File: config.mk
export PLATFORM = sky130hd
export DESIGN_NAME = dmx_exec
export DESIGN_NICKNAME = d
export VERILOG_FILES = /design/src/core/dmx_pkg.sv /design/src/core/dmx_exec.sv /design/src/core/dmx_nibble_mem.sv /design/src/core/dmx_wake_flags.sv
export VERILOG_INCLUDE_DIRS = /design/src /design/src/core
export SDC_FILE = /design/constraint.sdc
export NUM_CORES = 1
export LEC_CHECK = 0
export BUFFER_PORTS_ARGS = -buffer_cell sky130_fd_sc_hd__buf_2
export CORE_MARGIN = 5
export CORE_UTILIZATION = 35
export DETAILED_ROUTE_END_ITERATION = 6
export PLACE_DENSITY_LB_ADDON = 0.12
export SYNTH_ARGS = -nofsm -noshare
export SYNTH_HDL_FRONTEND = slang
export SYNTH_SLANG_ARGS = --single-unit
File: constraint.sdc
create_clock -name sys_clk -period 8.15 [get_ports sys_clk]
set_input_delay 1.2225 -clock sys_clk [delete_from_list [all_inputs] [get_ports sys_clk]]
set_output_delay 1.2225 -clock sys_clk [all_outputs]
set_load 0.05 [all_outputs]
File: src/core/dmx_params.svh
// Constants for the data-move execution unit.
// Assumes 16-bit instruction words and 4-bit data nibbles.
`ifndef DMX_PARAMS_SVH
`define DMX_PARAMS_SVH

`define DMX_NIB_W 4
`define DMX_INSTR_W 16
`define DMX_MEM_AW 7
`define DMX_MEM_DEPTH 128
`define DMX_DISP_AW 5
`define DMX_DISP_DEPTH 32
`define DMX_WREG_W 4
`define DMX_WAKE_W 8
`define DMX_PAGE_SEL_W 3

// Opcode prefixes, compared against the top bits of the word
`define DMX_OPC_TMR1_HI 9'h02B
`define DMX_OPC_TAB_LO 9'h130
`define DMX_OPC_TAB_HI 9'h131
`define DMX_OPC_DISP_RD 7'h26
`define DMX_OPC_MOV_WR 5'h1D
`define DMX_OPC_IND_LD 5'h19
`define DMX_OPC_IND_ST 5'h1B
`define DMX_OPC_PAGE_LD 8'h5D
`define DMX_OPC_CARRY 9'h0B2
`define DMX_OPC_WAKE_LO 9'h092
`define DMX_OPC_WAKE_HI 9'h093

// Field positions inside the instruction word
`define DMX_F_ADDR_LSB 0
`define DMX_F_WREG_LSB 7
`define DMX_F_DWREG_LSB 0
`define DMX_F_DADDR_LSB 4

// Reset values
`define DMX_NIB_RST 4'h0
`define DMX_WAKE_RST 8'h00

// Wake-cause bit positions
`define DMX_WAKE_DIV0 0
`define DMX_WAKE_TMR0 1
`define DMX_WAKE_EXT 2
`define DMX_WAKE_TMR1 5

// Clocks per machine cycle
`define DMX_CLK_PER_MC 2

`endif

File: src/core/dmx_pkg.sv
// Types shared by the data-move execution unit.
// Assumes dmx_params.svh is available on the include path.
package dmx_pkg;

  typedef enum logic [3:0] {
    DMX_OP_NONE,
    DMX_OP_TMR1_HI,
    DMX_OP_TAB_LO,
    DMX_OP_TAB_HI,
    DMX_OP_DISP_RD,
    DMX_OP_MOV_WR,
    DMX_OP_IND_LD,
    DMX_OP_IND_ST,
    DMX_OP_PAGE_LD,
    DMX_OP_CARRY,
    DMX_OP_WAKE_LO,
    DMX_OP_WAKE_HI
  } dmx_op_type;

  typedef enum logic [2:0] {
    DMX_ST_IDLE,
    DMX_ST_EXEC,
    DMX_ST_IND_A,
    DMX_ST_IND_B
  } dmx_state_type;

endpackage

File: src/core/dmx_exec.sv
// Decode and execute unit for the data-move instruction group.
// Assumes one instruction offered at a time on instr_valid and that
// other core logic writes data memory only through the ext port.
//
// How it works
// RL1: Address nibble loads timer one reload high
// RL2: Address nibble loads table pointer low
// RL3: Address nibble loads table pointer high
// RL4: Display RAM nibble loads working register
// RL5: Address nibble loads working register
// RL6: Paged indirect load into working register
// RL7: Paged indirect store from working register
// RL8: Address nibble loads page register
// RL9: Carry to bit zero, acc and memory
// RL10: Low wake flags to acc and memory
// RL11: Divider overflow wake sets flag bit zero
// RL12: Timer zero wake sets flag bit one
// RL13: Port change wake sets flag bit two
// RL14: High wake flags to acc and memory
// RL15: Timer one wake sets high bit one
// RL16: Reserved flags zero, 128-nibble address space
`timescale 1ns/1ns
`include "dmx_params.svh"
module dmx_exec (
  input wire logic sys_clk,
  input wire logic arst_n,
  input wire logic instr_valid,
  input wire logic [`DMX_INSTR_W-1:0] instr_word,
  output logic instr_ready,
  output logic instr_done,
  input wire logic carry_flag,
  input wire logic ext_wr_en,
  input wire logic [`DMX_MEM_AW-1:0] ext_wr_addr,
  input wire logic [`DMX_NIB_W-1:0] ext_wr_data,
  input wire logic disp_wr_en,
  input wire logic [`DMX_DISP_AW-1:0] disp_wr_addr,
  input wire logic [`DMX_NIB_W-1:0] disp_wr_data,
  input wire logic hold_mode,
  input wire logic div0_overflow,
  input wire logic timer0_underflow,
  input wire logic timer1_underflow,
  input wire logic [3:0] external_interrupt_port,
  output dmx_pkg::dmx_op_type active_op,
  output logic [`DMX_NIB_W-1:0] accumulator,
  output logic zero_flag,
  output logic [`DMX_NIB_W-1:0] timer_one_reload_high,
  output logic timer_one_reload_high_load,
  output logic [`DMX_NIB_W-1:0] table_pointer_low,
  output logic [`DMX_NIB_W-1:0] table_pointer_high,
  output logic [`DMX_NIB_W-1:0] page_register,
  output logic [`DMX_WAKE_W-1:0] wake_cause_flags,
  output logic hold_exit
);
  import dmx_pkg::*;

  dmx_state_type state_r;
  dmx_state_type state_nxt;
  dmx_op_type op_r;
  dmx_op_type dec_op;
  logic [`DMX_WREG_W-1:0] wreg_r;
  logic [`DMX_MEM_AW-1:0] addr_r;
  logic [`DMX_MEM_AW-1:0] ptr_r;
  logic accept;
  logic last_cycle;
  logic mem_rd_en;
  logic [`DMX_MEM_AW-1:0] mem_rd_addr;
  logic [`DMX_NIB_W-1:0] mem_rd_data;
  logic core_wr_en;
  logic [`DMX_MEM_AW-1:0] core_wr_addr;
  logic [`DMX_NIB_W-1:0] core_wr_data;
  logic mem_wr_en;
  logic [`DMX_MEM_AW-1:0] mem_wr_addr;
  logic [`DMX_NIB_W-1:0] mem_wr_data;
  logic disp_rd_en;
  logic [`DMX_DISP_AW-1:0] disp_rd_addr;
  logic [`DMX_NIB_W-1:0] disp_rd_data;
  logic acc_wr_en;
  logic [`DMX_NIB_W-1:0] acc_wr_data;
  logic [`DMX_NIB_W-1:0] wake_lo;
  logic [`DMX_NIB_W-1:0] wake_hi;
  logic [`DMX_MEM_AW-1:0] wreg_addr;
  logic [`DMX_MEM_AW-1:0] ind_addr;

  function automatic dmx_op_type decode(input logic [`DMX_INSTR_W-1:0] w);
    dmx_op_type op;
    op = DMX_OP_NONE;
    if (w[15:7] == `DMX_OPC_TMR1_HI) begin
      op = DMX_OP_TMR1_HI;
    end else if (w[15:7] == `DMX_OPC_TAB_LO) begin
      op = DMX_OP_TAB_LO;
    end else if (w[15:7] == `DMX_OPC_TAB_HI) begin
      op = DMX_OP_TAB_HI;
    end else if (w[15:9] == `DMX_OPC_DISP_RD) begin
      op = DMX_OP_DISP_RD;
    end else if (w[15:11] == `DMX_OPC_MOV_WR) begin
      op = DMX_OP_MOV_WR;
    end else if (w[15:11] == `DMX_OPC_IND_LD) begin
      op = DMX_OP_IND_LD;
    end else if (w[15:11] == `DMX_OPC_IND_ST) begin
      op = DMX_OP_IND_ST;
    end else if (w[15:8] == `DMX_OPC_PAGE_LD) begin
      op = DMX_OP_PAGE_LD;
    end else if (w[15:7] == `DMX_OPC_CARRY) begin
      op = DMX_OP_CARRY;
    end else if (w[15:7] == `DMX_OPC_WAKE_LO) begin
      op = DMX_OP_WAKE_LO;
    end else if (w[15:7] == `DMX_OPC_WAKE_HI) begin
      op = DMX_OP_WAKE_HI;
    end
    return op;
  endfunction

  assign dec_op = decode(instr_word);
  assign instr_ready = (state_r == DMX_ST_IDLE);
  assign accept = instr_valid && instr_ready;
  assign active_op = op_r;
  assign wake_lo = wake_cause_flags[3:0];
  assign wake_hi = wake_cause_flags[7:4];
  assign wreg_addr = {3'h0, wreg_r};
  // RL6: page bits times 10H plus pointer
  assign ind_addr = {page_register[`DMX_PAGE_SEL_W-1:0], mem_rd_data};

  // Sequencer: one machine cycle is two clocks, indirect takes four
  always_comb begin
    state_nxt = state_r;
    last_cycle = 1'b0;
    case (state_r)
      DMX_ST_IDLE: begin
        if (accept) begin
          state_nxt = DMX_ST_EXEC;
        end
      end
      DMX_ST_EXEC: begin
        if (op_r == DMX_OP_IND_LD || op_r == DMX_OP_IND_ST) begin
          state_nxt = DMX_ST_IND_A;
        end else begin
          state_nxt = DMX_ST_IDLE;
          last_cycle = 1'b1;
        end
      end
      DMX_ST_IND_A: begin
        state_nxt = DMX_ST_IND_B;
      end
      DMX_ST_IND_B: begin
        state_nxt = DMX_ST_IDLE;
        last_cycle = 1'b1;
      end
      default: begin
        state_nxt = DMX_ST_IDLE;
      end
    endcase
  end

  assign instr_done = last_cycle;

  always_ff @(posedge sys_clk or negedge arst_n) begin
    if (!arst_n) begin
      state_r <= DMX_ST_IDLE;
    end else begin
      state_r <= state_nxt;
    end
  end

  // Latch the instruction fields at acceptance
  always_ff @(posedge sys_clk or negedge arst_n) begin
    if (!arst_n) begin
      op_r <= DMX_OP_NONE;
      wreg_r <= 4'h0;
      addr_r <= 7'h00;
    end else if (accept) begin
      op_r <= dec_op;
      addr_r <= instr_word[`DMX_F_ADDR_LSB +: `DMX_MEM_AW];
      if (dec_op == DMX_OP_DISP_RD) begin
        wreg_r <= instr_word[`DMX_F_DWREG_LSB +: `DMX_WREG_W];
      end else begin
        wreg_r <= instr_word[`DMX_F_WREG_LSB +: `DMX_WREG_W];
      end
    end else if (last_cycle) begin
      op_r <= DMX_OP_NONE;
    end
  end

  always_ff @(posedge sys_clk or negedge arst_n) begin
    if (!arst_n) begin
      ptr_r <= 7'h00;
    end else if (state_r == DMX_ST_EXEC) begin
      ptr_r <= ind_addr;
    end
  end

  // Read port steering
  always_comb begin
    mem_rd_en = 1'b0;
    mem_rd_addr = instr_word[`DMX_F_ADDR_LSB +: `DMX_MEM_AW];
    disp_rd_en = 1'b0;
    disp_rd_addr = instr_word[`DMX_F_DADDR_LSB +: `DMX_DISP_AW];
    case (state_r)
      DMX_ST_IDLE: begin
        // RL16: 7-bit field selects one of 128
        mem_rd_en = accept && (dec_op != DMX_OP_NONE) && (dec_op != DMX_OP_DISP_RD);
        disp_rd_en = accept && (dec_op == DMX_OP_DISP_RD);
      end
      DMX_ST_EXEC: begin
        if (op_r == DMX_OP_IND_LD) begin
          mem_rd_en = 1'b1;
          mem_rd_addr = ind_addr;
        end else if (op_r == DMX_OP_IND_ST) begin
          mem_rd_en = 1'b1;
          mem_rd_addr = wreg_addr;
        end
      end
      default: begin
        mem_rd_en = 1'b0;
      end
    endcase
  end

  // Core write-back into data memory and accumulator source
  always_comb begin
    core_wr_en = 1'b0;
    core_wr_addr = addr_r;
    core_wr_data = mem_rd_data;
    acc_wr_en = 1'b0;
    acc_wr_data = mem_rd_data;
    if (state_r == DMX_ST_EXEC) begin
      case (op_r)
        DMX_OP_DISP_RD: begin
          // RL4: display nibble into working register
          core_wr_en = 1'b1;
          core_wr_addr = wreg_addr;
          core_wr_data = disp_rd_data;
        end
        DMX_OP_MOV_WR: begin
          // RL5: memory nibble into working register
          core_wr_en = 1'b1;
          core_wr_addr = wreg_addr;
        end
        DMX_OP_CARRY: begin
          // RL9: carry into bit zero only
          core_wr_en = 1'b1;
          core_wr_data = {3'h0, carry_flag};
          acc_wr_en = 1'b1;
          acc_wr_data = {3'h0, carry_flag};
        end
        DMX_OP_WAKE_LO: begin
          // RL10: low flags to both
          core_wr_en = 1'b1;
          core_wr_data = wake_lo;
          acc_wr_en = 1'b1;
          acc_wr_data = wake_lo;
        end
        DMX_OP_WAKE_HI: begin
          // RL14: high flags to both
          core_wr_en = 1'b1;
          core_wr_data = wake_hi;
          acc_wr_en = 1'b1;
          acc_wr_data = wake_hi;
        end
        default: begin
          core_wr_en = 1'b0;
        end
      endcase
    end else if (state_r == DMX_ST_IND_A) begin
      if (op_r == DMX_OP_IND_LD) begin
        // RL6: indirect nibble into working register
        core_wr_en = 1'b1;
        core_wr_addr = wreg_addr;
      end else if (op_r == DMX_OP_IND_ST) begin
        // RL7: working register to paged address
        core_wr_en = 1'b1;
        core_wr_addr = ptr_r;
      end
    end
  end

  // Core write has priority over the external port
  assign mem_wr_en = core_wr_en || ext_wr_en;
  assign mem_wr_addr = core_wr_en ? core_wr_addr : ext_wr_addr;
  assign mem_wr_data = core_wr_en ? core_wr_data : ext_wr_data;

  always_ff @(posedge sys_clk or negedge arst_n) begin
    if (!arst_n) begin
      accumulator <= `DMX_NIB_RST;
      zero_flag <= 1'b0;
    end else if (acc_wr_en) begin
      accumulator <= acc_wr_data;
      zero_flag <= (acc_wr_data == 4'h0);
    end
  end

  // RL1: timer one reload high nibble
  always_ff @(posedge sys_clk or negedge arst_n) begin
    if (!arst_n) begin
      timer_one_reload_high <= `DMX_NIB_RST;
      timer_one_reload_high_load <= 1'b0;
    end else begin
      timer_one_reload_high_load <= 1'b0;
      if (state_r == DMX_ST_EXEC && op_r == DMX_OP_TMR1_HI) begin
        timer_one_reload_high <= mem_rd_data;
        timer_one_reload_high_load <= 1'b1;
      end
    end
  end

  // RL2: table pointer low nibble
  always_ff @(posedge sys_clk or negedge arst_n) begin
    if (!arst_n) begin
      table_pointer_low <= `DMX_NIB_RST;
    end else if (state_r == DMX_ST_EXEC && op_r == DMX_OP_TAB_LO) begin
      table_pointer_low <= mem_rd_data;
    end
  end

  // RL3: table pointer high nibble
  always_ff @(posedge sys_clk or negedge arst_n) begin
    if (!arst_n) begin
      table_pointer_high <= `DMX_NIB_RST;
    end else if (state_r == DMX_ST_EXEC && op_r == DMX_OP_TAB_HI) begin
      table_pointer_high <= mem_rd_data;
    end
  end

  // RL8: page register load
  always_ff @(posedge sys_clk or negedge arst_n) begin
    if (!arst_n) begin
      page_register <= `DMX_NIB_RST;
    end else if (state_r == DMX_ST_EXEC && op_r == DMX_OP_PAGE_LD) begin
      page_register <= mem_rd_data;
    end
  end

  dmx_nibble_mem #(
    .DEPTH(`DMX_MEM_DEPTH),
    .AW(`DMX_MEM_AW),
    .DW(`DMX_NIB_W)
  ) u_data_mem (
    .sys_clk(sys_clk),
    .arst_n(arst_n),
    .wr_en(mem_wr_en),
    .wr_addr(mem_wr_addr),
    .wr_data(mem_wr_data),
    .rd_en(mem_rd_en),
    .rd_addr(mem_rd_addr),
    .rd_data(mem_rd_data)
  );

  dmx_nibble_mem #(
    .DEPTH(`DMX_DISP_DEPTH),
    .AW(`DMX_DISP_AW),
    .DW(`DMX_NIB_W)
  ) u_disp_mem (
    .sys_clk(sys_clk),
    .arst_n(arst_n),
    .wr_en(disp_wr_en),
    .wr_addr(disp_wr_addr),
    .wr_data(disp_wr_data),
    .rd_en(disp_rd_en),
    .rd_addr(disp_rd_addr),
    .rd_data(disp_rd_data)
  );

  dmx_wake_flags u_wake (
    .sys_clk(sys_clk),
    .arst_n(arst_n),
    .hold_mode(hold_mode),
    .div0_overflow(div0_overflow),
    .timer0_underflow(timer0_underflow),
    .timer1_underflow(timer1_underflow),
    .external_interrupt_port(external_interrupt_port),
    .wake_cause_flags(wake_cause_flags),
    .hold_exit(hold_exit)
  );
endmodule // dmx_exec

File: src/core/dmx_nibble_mem.sv
// Small nibble memory, one write and one registered read per clock.
// Assumes a single clock; array contents are not reset.
`timescale 1ns/1ns
module dmx_nibble_mem #(
  parameter int DEPTH = 128,
  parameter int AW = 7,
  parameter int DW = 4
) (
  input wire logic sys_clk,
  input wire logic arst_n,
  input wire logic wr_en,
  input wire logic [AW-1:0] wr_addr,
  input wire logic [DW-1:0] wr_data,
  input wire logic rd_en,
  input wire logic [AW-1:0] rd_addr,
  output logic [DW-1:0] rd_data
);
  logic [DW-1:0] mem_r [DEPTH];

  always_ff @(posedge sys_clk) begin
    if (wr_en) begin
      mem_r[wr_addr] <= wr_data;
    end
  end

  // Read before write on a same-address collision
  always_ff @(posedge sys_clk or negedge arst_n) begin
    if (!arst_n) begin
      rd_data <= '0;
    end else if (rd_en) begin
      rd_data <= mem_r[rd_addr];
    end
  end
endmodule // dmx_nibble_mem

File: src/core/dmx_wake_flags.sv
// Wake-cause flags captured while the core sits in HOLD.
// Assumes timer and divider events are one-cycle pulses on sys_clk;
// the external port arrives from pins and is synchronised here.
`timescale 1ns/1ns
`include "dmx_params.svh"
module dmx_wake_flags (
  input wire logic sys_clk,
  input wire logic arst_n,
  input wire logic hold_mode,
  input wire logic div0_overflow,
  input wire logic timer0_underflow,
  input wire logic timer1_underflow,
  input wire logic [3:0] external_interrupt_port,
  output logic [`DMX_WAKE_W-1:0] wake_cause_flags,
  output logic hold_exit
);
  logic [3:0] ext_meta_r;
  logic [3:0] ext_sync_r;
  logic [3:0] ext_prev_r;
  logic hold_d_r;
  logic ext_change;
  logic hold_entry;
  logic [`DMX_WAKE_W-1:0] wake_event;

  always_ff @(posedge sys_clk or negedge arst_n) begin
    if (!arst_n) begin
      ext_meta_r <= 4'h0;
      ext_sync_r <= 4'h0;
      ext_prev_r <= 4'h0;
    end else begin
      ext_meta_r <= external_interrupt_port;
      ext_sync_r <= ext_meta_r;
      ext_prev_r <= ext_sync_r;
    end
  end

  always_ff @(posedge sys_clk or negedge arst_n) begin
    if (!arst_n) begin
      hold_d_r <= 1'b0;
    end else begin
      hold_d_r <= hold_mode;
    end
  end

  assign ext_change = |(ext_sync_r ^ ext_prev_r);
  assign hold_entry = hold_mode && !hold_d_r;

  always_comb begin
    wake_event = `DMX_WAKE_RST;
    // RL11: divider overflow wake
    wake_event[`DMX_WAKE_DIV0] = hold_mode && div0_overflow;
    // RL12: timer zero wake
    wake_event[`DMX_WAKE_TMR0] = hold_mode && timer0_underflow;
    // RL13: port change wake
    wake_event[`DMX_WAKE_EXT] = hold_mode && ext_change;
    // RL15: timer one wake
    wake_event[`DMX_WAKE_TMR1] = hold_mode && timer1_underflow;
  end

  // RL16: reserved bits stay zero
  genvar gi;
  generate
    for (gi = 0; gi < `DMX_WAKE_W; gi++) begin : g_flag
      // Set wins over the clear at HOLD entry
      always_ff @(posedge sys_clk or negedge arst_n) begin
        if (!arst_n) begin
          wake_cause_flags[gi] <= 1'b0;
        end else if (wake_event[gi]) begin
          wake_cause_flags[gi] <= 1'b1;
        end else if (hold_entry) begin
          wake_cause_flags[gi] <= 1'b0;
        end
      end
    end
  endgenerate

  always_ff @(posedge sys_clk or negedge arst_n) begin
    if (!arst_n) begin
      hold_exit <= 1'b0;
    end else begin
      hold_exit <= |wake_event;
    end
  end
endmodule // dmx_wake_flags

Word-level counts from Yosys, hierarchy flattened
Memories as Yosys holds them, arrays and structs flattened. A register that Yosys moved wholly into a read port is not among the register bits.
Cells that the tools add are included.
{ "word_totals": {"output_inout_bits": 37, "ramBits": 640, "reg_bits": 65, "memories": 2} }
{ "memory_table": {"columns": ["name", "words", "width", "rd", "rd_clocked_by_memory_dff", "wr", "line_no", "text"], "rows": [
  ["u_data_mem.mem_r", 128, 4, 1, 1, 1, "dmx_nibble_mem.sv:18", "logic [DW-1:0] mem_r [DEPTH];"],
  ["u_disp_mem.mem_r", 32, 4, 1, 1, 1, "dmx_nibble_mem.sv:18", null]
]} }
{ "op_classes": {"n_reduce_logical": 31, "bitwise": 1, "mux": 52, "eq_ne": 28} }
{ "op_table": {"columns": ["op", "count"], "rows": [
  ["$mux W4", 17],
  ["$mux W7", 9],
  ["$eq A9 B8 Y1 const B", 3],
  ["$eq A4 B3 Y1 const B", 5],
  ["$mux W1", 19],
  ["$eq A9 B9 Y1 const B", 2],
  ["$eq A4 B4 Y1 const B", 4],
  ["$pmux W4 S4", 1],
  ["$eq A5 B5 Y1 const B", 3],
  ["$logic_and A1 B1 Y1", 13],
  ["$pmux W4 S3", 1],
  ["$reduce_bool A2 Y1", 5],
  ["$eq A9 B6 Y1 const B", 1],
  ["$pmux W3 S3", 1],
  ["$eq A4 B2 Y1 const B", 2],
  ["$eq A8 B7 Y1 const B", 1],
  ["$reduce_or A4 Y1", 2],
  ["$eq A7 B6 Y1 const B", 1],
  ["$eq A3 B2 Y1 const B", 2],
  ["$reduce_or A5 Y1", 1],
  ["$eq A4 B1 Y1 const B", 1],
  ["$logic_not A4 Y1", 1],
  ["$ne A4 B3 Y1 const B", 1],
  ["$pmux W1 S2", 2],
  ["other kinds (11)", 14]
]} }

Depth between registers and ports, before layout
Gate-level depths: netlist of the first run.
{ "logic_depth": {"ltp_word": 16, "depth_mapped": 16, "depth_no_buf": 9} }

Modules after synthesis
Synthesis of the first run repeated with hierarchy kept, for this count alone.
{ "hier_totals": {"cells_unflattened": 1847, "hier_area_um2": 29608.4} }
{ "modules_own_cells": {"columns": ["mod", "n_inst", "cells_each", "area_each_um2"], "rows": [
  ["dmx_nibble_mem (u_data_mem)", 1, 1195, 20905.0],
  ["dmx_nibble_mem (u_disp_mem)", 1, 320, 5366.4],
  ["dmx_exec", 1, 298, 2757.6],
  ["dmx_wake_flags", 1, 34, 579.3]
]} }

Worst setup path before layout of the first run
Ideal clock, no wire load.
{ "synth_path": {"kind": "flip-flop to flip-flop", "from": "register op_r[1], in the netlist active_op[1]", "to": "memory u_data_mem.mem_r[0][0] (data pin)", "slack_ns": 0.024, "path_buffers": 2, "required_time_ns": 6.953, "period_less_slack_ns": 8.126, "stages_incl_launch_ff": 7, "t_arrival_ns": 6.929, "cell_sequence": "dfrtp_1 -> buf_4 -> mux2_2 -> nor2_1 -> clkbuf_1 -> o21ai_0 -> o21ai_0"} }
{ "synth_between": {"elab_chain_cells": 6, "word_cells_on_any_way": 16} }
{ "synth_lines": {"columns": ["item", "line_no", "text"], "rows": [
  ["start, declared", "dmx_exec.sv:58", "dmx_op_type op_r;"],
  ["start signal, assigned", "dmx_exec.sv:171", "op_r <= dec_op;"],
  ["$eq A4 B3 Y1", "dmx_exec.sv:268", "end else if (op_r == DMX_OP_IND_ST) begin"],
  ["$mux W1", "dmx_exec.sv:268", null],
  ["$mux W1", null, null],
  ["$mux W1", "dmx_exec.sv:263", "end else if (state_r == DMX_ST_IND_A) begin"],
  ["$mux W1", "dmx_exec.sv:225", "if (state_r == DMX_ST_EXEC) begin"],
  ["$mux W4 (*)", "dmx_exec.sv:279", "assign mem_wr_data = core_wr_en ? core_wr_data : ext_wr_data;"],
  ["via mem_wr_data[0]", "dmx_exec.sv:73", "logic [`DMX_NIB_W-1:0] mem_wr_data;"],
  ["end, declared", "dmx_nibble_mem.sv:18", null]
]} }
The timed path passes the listed nets; every way through them passes the cells marked *.

Worst setup path in the final report of the first run
{ "layout_path": {"from": "register state_r[1]", "to": "register u_data_mem.rd_data[2], read port of u_data_mem.mem_r"} }
{ "layout_between": {"elab_chain_cells": 5, "word_cells_on_any_way": 7} }
{ "layout_lines": {"columns": ["item", "line_no", "text"], "rows": [
  ["start, declared", "dmx_exec.sv:56", "dmx_state_type state_r;"],
  ["start signal, assigned", "dmx_exec.sv:160", "state_r <= state_nxt;"],
  ["$logic_not A3 Y1", "dmx_exec.sv:114, dmx_exec.sv:197", null],
  ["$logic_and A1 B1 Y1", "dmx_exec.sv:115", "assign accept = instr_valid && instr_ready;"],
  ["$logic_and A1 B1 Y1 (2 in a row)", "dmx_exec.sv:200", "mem_rd_en = accept && (dec_op != DMX_OP_NONE) && (dec_op != DMX_OP_DISP_RD);"],
  ["$pmux W1 S2", "dmx_exec.sv:197", "case (state_r)"],
  ["end, declared", "dmx_nibble_mem.sv:16", "output logic [DW-1:0] rd_data"]
]} }
Parallel ways exist; a longest one is shown, timed or not.
A chain may end at the register's enable or synchronous reset.

==> summary.log, run 1 <==
[route] post-detailed-route wirelength per cell 25.11 um
[hold_path] worst hold path startpoint u_wake.ext_meta_r[1]
[critical_path] Data arrival, critical path 5.51 ns
[floorplan] die footprint 89940 sq um
[timing] unrepaired setup endpoints after global routing no
[final_layout] post-layout utilization of the core 40.05%
[final_layout] share of final-layout standard cells stronger than drive strength 1 14.86%
[timing] final sum of negative setup slack 0 ns
[global_route] number of global-route vias before repair 18430
[hold_path] Hold Path End u_wake.ext_sync_r[1]
[synthesis] synth top area cells sky130_fd_sc_hd__edfxtp_1 (65%), sky130_fd_sc_hd__dfrtp_1 (6.1%), sky130_fd_sc_hd__nand2_1 (5.8%)
[synthesis] sequential fraction of the synthesis area 71.46%
[route] top routing layer used met4
[critical_path] source of the worst register-to-register timing path state_r[1]
[critical_path] sort of element at the end of the critical path register
[clocking] number of post-CTS setup repair buffers 0
[timing] fmax 199.1 MHz
[final_layout] leading cell types in the layout, fill and taps excluded sky130_fd_sc_hd__edfxtp_1 (640), sky130_fd_sc_hd__nand2_1 (451), sky130_fd_sc_hd__nor2_1 (225)
[timing] setup skew after layout 0.01955 ns
[final_layout] most frequent standard cell in the layout excluding fill and tap cells sky130_fd_sc_hd__edfxtp_1
[critical_path] family of cells with the greatest summed delay on the critical path simple AND/OR/NAND/NOR gates
[place] post-place setup slack 3.174 ns
[timing] setup slack after layout 3.127 ns
[critical_path] largest fanout on the critical path 41
[clocking] clock slew at the register clock pins of the worst setup and hold paths 0.06 ns
[route] initial detailed-routing violation count 1490
[final_layout] number of antenna repair diodes 0
[global_route] total grt overflow 0
[clocking] post_cts resized 0
[critical_path] Crit-path slowest cell sky130_fd_sc_hd__nor3_2
[timing] total count of max-transition violations in the final report 0
[timing] worst-case hold slack 0.3464 ns
[route] total wire length 84400 um
[power] Static Leakage 0.01146 uW
[hold_path] Hold WC Path Type reg2reg
[route] sum of met2 wire segment lengths after detailed routing 41930 um
[global_route] antenna violations before repair 2
[clocking] number of H-tree branching levels 3
[clocking] clock tree from TritonCTS built
[critical_path] nature of the critical path startpoint register
[clocking] Num CTS Buffers 79
[route] Routed met1 length 35810 um
[clocking] Post-CTS Hold Buffers 0
[timing] post-layout minimum cycle time 5.023 ns
[synthesis] flops & latches, synth 712
[synthesis] synth warn 0
[critical_path] Bufs and invs on worst path 2
[floorplan] Core Box Area 83560 sq um
[place] RePlAce Congestion 0.7963
[critical_path] reg2reg end u_data_mem.rd_data[2]
[synthesis] average size of a mapped cell 13.75 sq um
[final_layout] Total Nets Final 2265
[timing] actual transition at the worst max-transition pin 1.051 ns
[clocking] Clk Latency, worst-skew pair 0.63 ns
[clocking] CTS root buffer sky130_fd_sc_hd__clkbuf_16
[critical_path] CP cell instances nand2b_1 > nor3_2 > a221oi_4 > buf_4 > nor2_2 > buf_4 > nand3_1 > and3_1 > or4_1 > a221oi_1 > a31oi_1
[synthesis] share of synthesized flip-flops with an asynchronous set or reset 10.11%
[critical_path] cell seen most often among critical-path stages sky130_fd_sc_hd__buf_4
[global_route] maximum number of pins on one net before global-route repair 143
[synthesis] number of standard cells after synthesis 2140
[floorplan] Die Y 299.9 um
[final_layout] layout overhead on the synthesized area 13.76%
[final_layout] non-filler cells in the finished layout 3361
[timing] Rel. slew slack 29.77%
[global_route] GRT Total Usage 18.50%
[floorplan] starting density of the core 35.21%
[floorplan] number of top-level pins 87
[power] worst vdd ir 0.1992 mV
[synthesis] fraction of post-synthesis cell area in the top cell type by area 65.33%
[synthesis] Syn Std Cell Area 29420 sq um
[route] drc violations 0
[critical_path] Worst Path Required 8.64 ns
[critical_path] max incr delay on CP 0.87 ns
[status] outcome finished, final reports clean
[route] residual antenna-violating net count after detailed routing 0
[critical_path] cells on worst reg2reg path 11
[timing] final hold violations 0
[timing] post-route clock period utilization 61.63%
[place] Placed Cells 3214
[critical_path] internal reg-to-reg setup slack 3.13 ns
[synthesis] cell taking the most area after synthesis sky130_fd_sc_hd__edfxtp_1
[clocking] number of buffers between clock root and the deepest sink 3
[route] count of vias placed by the detailed router 17970
[place] half-perimeter wire length after detailed placement 53140 um
[clocking] clk sink count 712
[synthesis] flip-flop cell with the highest count after synthesis sky130_fd_sc_hd__edfxtp_1
[power] pwr/cell area 247.4 nW/um^2
[critical_path] Setup CP Type reg2reg
[synthesis] number of enable flip-flop cells after synthesis 640
[floorplan] width of the chip 299.9 um
[timing] final setup violating endpoints 0
[hold_path] worst hold path depth 0
[route] average via count per standard cell 5.346
[place] port bufs 82
[route] first drt pass iteration count 5
[floorplan] count of standard-cell rows 106
[global_route] global-route wire length before repair 125000 um
[flow_run] max-cap check violation count 0
[synthesis] number of different library cells in the post-synthesis netlist 63
[route] routed length on met3 4454 um
[cell usage after synthesis (4+ instances only)]
cell type / count
sky130_fd_sc_hd__mux2_2: 35
sky130_fd_sc_hd__o31ai_1: 8
sky130_fd_sc_hd__o31a_1: 22
sky130_fd_sc_hd__or4_1: 6
sky130_fd_sc_hd__and2_1: 4
sky130_fd_sc_hd__buf_4: 17
sky130_fd_sc_hd__nand4_1: 23
sky130_fd_sc_hd__a22oi_1: 5
sky130_fd_sc_hd__and3_1: 16
sky130_fd_sc_hd__buf_2: 30
sky130_fd_sc_hd__nand2_1: 453
sky130_fd_sc_hd__edfxtp_1: 640
sky130_fd_sc_hd__nand3b_1: 9
sky130_fd_sc_hd__a21oi_1: 10
sky130_fd_sc_hd__a2111oi_0: 6
sky130_fd_sc_hd__xor2_1: 5
sky130_fd_sc_hd__or2_2: 7
sky130_fd_sc_hd__dfrtp_1: 72
sky130_fd_sc_hd__a311oi_1: 13
sky130_fd_sc_hd__a21o_1: 4
sky130_fd_sc_hd__a31oi_1: 50
sky130_fd_sc_hd__nand2b_1: 6
sky130_fd_sc_hd__a211oi_1: 21
sky130_fd_sc_hd__inv_1: 4
sky130_fd_sc_hd__mux4_2: 40
sky130_fd_sc_hd__o22ai_1: 17
sky130_fd_sc_hd__nor2b_1: 8
sky130_fd_sc_hd__buf_1: 7
sky130_fd_sc_hd__a22o_1: 7
sky130_fd_sc_hd__nand3_1: 122
sky130_fd_sc_hd__o21ai_0: 30
sky130_fd_sc_hd__o21a_1: 5
sky130_fd_sc_hd__a32oi_1: 23
sky130_fd_sc_hd__clkbuf_1: 61
sky130_fd_sc_hd__a221oi_1: 4
sky130_fd_sc_hd__mux2i_1: 76
sky130_fd_sc_hd__buf_6: 10
sky130_fd_sc_hd__nor2_1: 226
[area by class of cell]
cell class	instances	area [sq um]
multi-input combinational	1302	7839
clock buffer	100	2137
clock inverter	47	406.6
timing repair buffer	116	693.2
tap	1080	1351
inverter	4	15.01
sequential	712	21020
fill	7817	50090
[state kept, by name, indices dropped and copies added (netlist names), 4 cells and up]
| signal | count |
|---|---|
| u_data_mem.mem_r | 512 |
| u_wake.ext_sync_r | 4 |
| table_pointer_low | 4 |
| accumulator | 4 |
| addr_r | 7 |
| u_wake.ext_prev_r | 4 |
| table_pointer_high | 4 |
| u_disp_mem.rd_data | 4 |
| u_data_mem.rd_data | 4 |
| ptr_r | 7 |
| page_register | 4 |
| timer_one_reload_high | 4 |
| active_op | 4 |
| u_wake.wake_cause_flags | 4 |
| wreg_r | 4 |
| u_disp_mem.mem_r | 128 |
| u_wake.ext_meta_r | 4 |
[where the power goes]
group / internal [uW] / leakage (uW) / switching (uW)
Combinational: 171 / 0.00357 / 483
Sequential: 4070 / 0.00664 / 45.5
Clock: 2030 / 0.00125 / 1480
Total: 6270 / 0.0115 / 2010
[stage by stage]
step                area (sq um)  power, uW
floorplan                  29430       4593
global placement           30920       4852
detailed placement         30920       4858
CTS                        33460       8367
global route               33460       8559
finish                     33460       8280
[cell families after synthesis]
kind of cell / count (synthesis) / synth area share [%]
AND/OR/NAND/NOR: 900 / 13.08
flip-flops: 712 / 71.46
AO/OA/AOI/OAI: 239 / 5.946
multiplexers: 154 / 7.103
buffers and inverters: 129 / 2.246
XOR/XNOR: 5 / 0.1489
other: 1 / 0.01275
[per-layer routing]
metal / vias up / track usage (%)
met4: 0 / 5.088
met2: 522 / 31.60
met1: 9128 / 24.52
li1: 8176 / -
met5: - / 0
met3: 142 / 3.228
[worst reg2reg max path: cells and delay by family, from the launching register on]
kind,cells,cell delay [ns]
AOI/OAI and AO/OA,3,0.85
and+or+nand+nor,6,2.80
DFF,1,0.43
buffers and inverters,2,0.81
[worst max-delay path by stage]
stage	start	to	cells past startpoint
2_1_floorplan	active_op[1]	u_data_mem.mem_r[0][0]	6
3_3_place_gp	state_r[1]	u_data_mem.rd_data[2]	10
3_5_place_dp	state_r[1]	u_data_mem.rd_data[2]	11
4_1_cts	state_r[1]	u_data_mem.rd_data[2]	11
5_1_grt	state_r[1]	u_data_mem.rd_data[2]	11
6_report	state_r[1]	u_data_mem.rd_data[2]	11
Power figures use the tool's default switching activity.
==> run 2: changes to the inputs <==
- clock period: 8.15 -> 4.5 ns (I/O delays scaled with it)
==> run 2 against run 1 <==
Die area unchanged. Wire length decreased by 0.20%. Setup slack got worse by 2.7 ns. First-iteration DRC count increased by 6.3%. Sequential cell count unchanged. Total power increased by 80%. Non-clock buffer count increased by 28. Clock skew increased by 0.0038 ns. Register-to-register slack got worse by 2.7 ns. Utilization increased by 0.29 points. Critical path depth decreased by 2.
==> summary.log, run 2 (synthesis results as in run 1) <==
[status] outcome finished, final reports clean
[global_route] routing usage on met3 3.784% [+0.56 points]
[route] count of vias placed by the detailed router 18070 [+0.57%]
[floorplan] starting density of the core 35.21% [unchanged]
[final_layout] most frequent standard cell in the layout excluding fill and tap cells sky130_fd_sc_hd__edfxtp_1
[power] pwr/cell area 442.1 nW/um^2 [+79%]
[floorplan] number of top-level pins 87 [unchanged]
[power] Static Leakage 0.01158 uW [+1.0%]
[timing] Rel. slew slack 31.33% [+1.6 points]
[final_layout] Largest Register u_data_mem.mem_r
[global_route] GRT Total Usage 18.40% [-0.095 points]
[hold_path] worst hold path startpoint external_interrupt_port[0]
[timing] setup skew after layout 0.02332 ns [+0.003777 ns]
[place] post-placement cell area 31240 sq um [+1.0%]
[floorplan] Core Box Area 83560 sq um [unchanged]
[place] port bufs 82 [unchanged]
[route] initial detailed-routing violation count 1584 [+6.3%]
[global_route] met1 global-route usage 24.73% [+0.22 points]
[global_route] global-route wire length before repair 123500 um [-1.2%]
[clocking] number of H-tree branching levels 3 [unchanged]
[final_layout] number of antenna repair diodes 0 [unchanged]
[final_layout] layout overhead on the synthesized area 14.59%
[critical_path] launching instance or port of the critical path state_r[0]
[clocking] Post-CTS Hold Buffers 0 [unchanged]
[clocking] number of buffers between clock root and the deepest sink 3 [unchanged]
[route] total wire length 84230 um [-0.20%]
[global_route] most used routing layer in global routing met2
[final_layout] flip-flop count of the largest register, all copies and words added 512 [unchanged]
[critical_path] internal reg-to-reg setup slack 0.44 ns [-2.69 ns]
[global_route] antenna violations before repair 4 [+2]
[timing] total count of max-transition violations in the final report 0 [unchanged]
[place] half-perimeter wire length after detailed placement 55760 um [+4.9%]
[global_route] number of global-route vias before repair 18530 [+0.52%]
[critical_path] nature of the critical path startpoint register
[global_route] met2 Usage GRT 30.49% [-1.1 points]
[clocking] CTS root buffer sky130_fd_sc_hd__clkbuf_16
[timing] final sum of negative setup slack 0 ns [unchanged]
[timing] actual transition at the worst max-transition pin 1.030 ns [-0.02091 ns]
[final_layout] leading cell types in the layout, fill and taps excluded sky130_fd_sc_hd__edfxtp_1 (640), sky130_fd_sc_hd__nand2_1 (453), sky130_fd_sc_hd__nor2_1 (225)
[clocking] clock slew at the register clock pins of the worst setup and hold paths 0.06 ns [about the same]
[timing] fmax 246.3 MHz [+24%]
[clocking] Num CTS Buffers 78 [-1.3%]
[hold_path] Hold WC Path Type in2reg
[critical_path] Worst Path Required 4.99 ns [-3.65 ns]
[floorplan] Die Y 299.9 um [unchanged]
[route] first drt pass iteration count 5 [unchanged]
[route] average via count per standard cell 5.340 [-0.12%]
[final_layout] Regs by FF count u_data_mem.mem_r: 512 flops, u_disp_mem.mem_r: 128 flops
[clocking] clock tree from TritonCTS built
[timing] final setup violating endpoints 0 [unchanged]
[route] drc violations 0 [unchanged]
[clocking] Clk Latency, worst-skew pair 0.62 ns [about the same]
[floorplan] die footprint 89940 sq um [unchanged]
[critical_path] Setup CP Type reg2reg
[flow_run] max-cap check violation count 0 [unchanged]
[timing] post-layout minimum cycle time 4.060 ns [-0.9631 ns]
[place] RePlAce Congestion 0.8662 [+8.8%]
[route] post-detailed-route wirelength per cell 24.89 um [-0.88%]
[final_layout] post-route standard cell area excluding fillers 33710 sq um [+0.73%]
[critical_path] source of the worst register-to-register timing path state_r[0]
[floorplan] width of the chip 299.9 um [unchanged]
[final_layout] share of final-layout standard cells stronger than drive strength 1 15.28% [+0.42 points]
[clocking] post_cts resized 0 [unchanged]
[timing] unrepaired setup endpoints after global routing no
[timing] post-route clock period utilization 90.22% [+29 points]
[route] residual antenna-violating net count after detailed routing 0 [unchanged]
[clocking] clk sink count 712 [unchanged]
[global_route] maximum number of pins on one net before global-route repair 129 [-9.8%]
[clocking] number of post-CTS setup repair buffers 0 [unchanged]
[global_route] total grt overflow 0 [unchanged]
[final_layout] Total Nets Final 2292 [+1.2%]
[critical_path] Data arrival, critical path 4.55 ns [-0.96 ns]
[power] worst vdd ir 0.2827 mV [+42%]
[timing] final hold violations 0 [unchanged]
[critical_path] largest fanout on the critical path 16 [-61%]
[floorplan] count of standard-cell rows 106 [unchanged]
[critical_path] sort of element at the end of the critical path register
[run 2: per-stage QoR]
step / hold slack, ns / utilization (%) / std cells / worst slack [ns] / total power (uW)
after global routing: 0.1345 / 40.34 / 3384 / 0.3079 / 15430
after global placement: 0.3360 / 37.38 / 3242 / 0.5506 / 8828
final: 0.1579 / 40.34 / 3384 / 0.4402 / 14900
after CTS: 0.1293 / 40.34 / 3384 / 0.4689 / 15070
after floorplan: 0.3312 / - / 2143 / 0.1063 / 8297
after detailed placement: 0.3347 / 37.38 / 3242 / 0.4410 / 8835
[run 2: worst paths after layout]
| check | endpoint | cells past startpoint |
|---|---|---|
| max in group asynchronous | u_data_mem.rd_data[1] | 1 |
| worst max-delay path | u_data_mem.rd_data[0] | 9 |
| worst min register to register | u_wake.ext_sync_r[0] | 0 |
| worst min-delay path | u_wake.ext_meta_r[0] | 1 |
| worst max register to register | u_data_mem.rd_data[0] | 9 |
| min in group asynchronous | accumulator[1] | 1 |
[run 2: final cells by class]
| cell class | instances | area [sq um] |
|---|---|---|
| repair buffers | 144 | 1016 |
| clock buffers | 101 | 2059 |
| fillers | 7867 | 49850 |
| multi-input cells | 1302 | 7834 |
| clock inverters | 41 | 411.6 |
| flip-flops and latches | 712 | 21020 |
| well taps | 1080 | 1351 |
| inverters | 4 | 15.01 |
[run 2: worst max-delay path, stage by stage (launching register included)]
cell	delay (ns)
sky130_fd_sc_hd__dfrtp_1	0.45
sky130_fd_sc_hd__nor2b_1	0.48
sky130_fd_sc_hd__nand3_4	0.29
sky130_fd_sc_hd__a221o_2	0.51
sky130_fd_sc_hd__nor2_2	0.71
sky130_fd_sc_hd__a32oi_1	0.20
sky130_fd_sc_hd__and3_1	0.22
sky130_fd_sc_hd__or4_1	0.55
sky130_fd_sc_hd__a221oi_1	0.37
sky130_fd_sc_hd__a31oi_1	0.12
[run 2: metal layers]
metal | vias up | part of all wire, % | routed length [um]
li1 | 8212 | - | -
met3 | 132 | 5.5 | 4670
met2 | 498 | 49 | 40860
met1 | 9224 | 43 | 36370
met4 | 4 | 2.7 | 2304
met5 | - | 0.031 | 26
[run 2: power breakdown]
group	switching (uW)	total, uW	internal (uW)
clock	2620	6220	3600
sequential	127	7500	7370
combinational	857	1190	328
total	3610	14900	11300
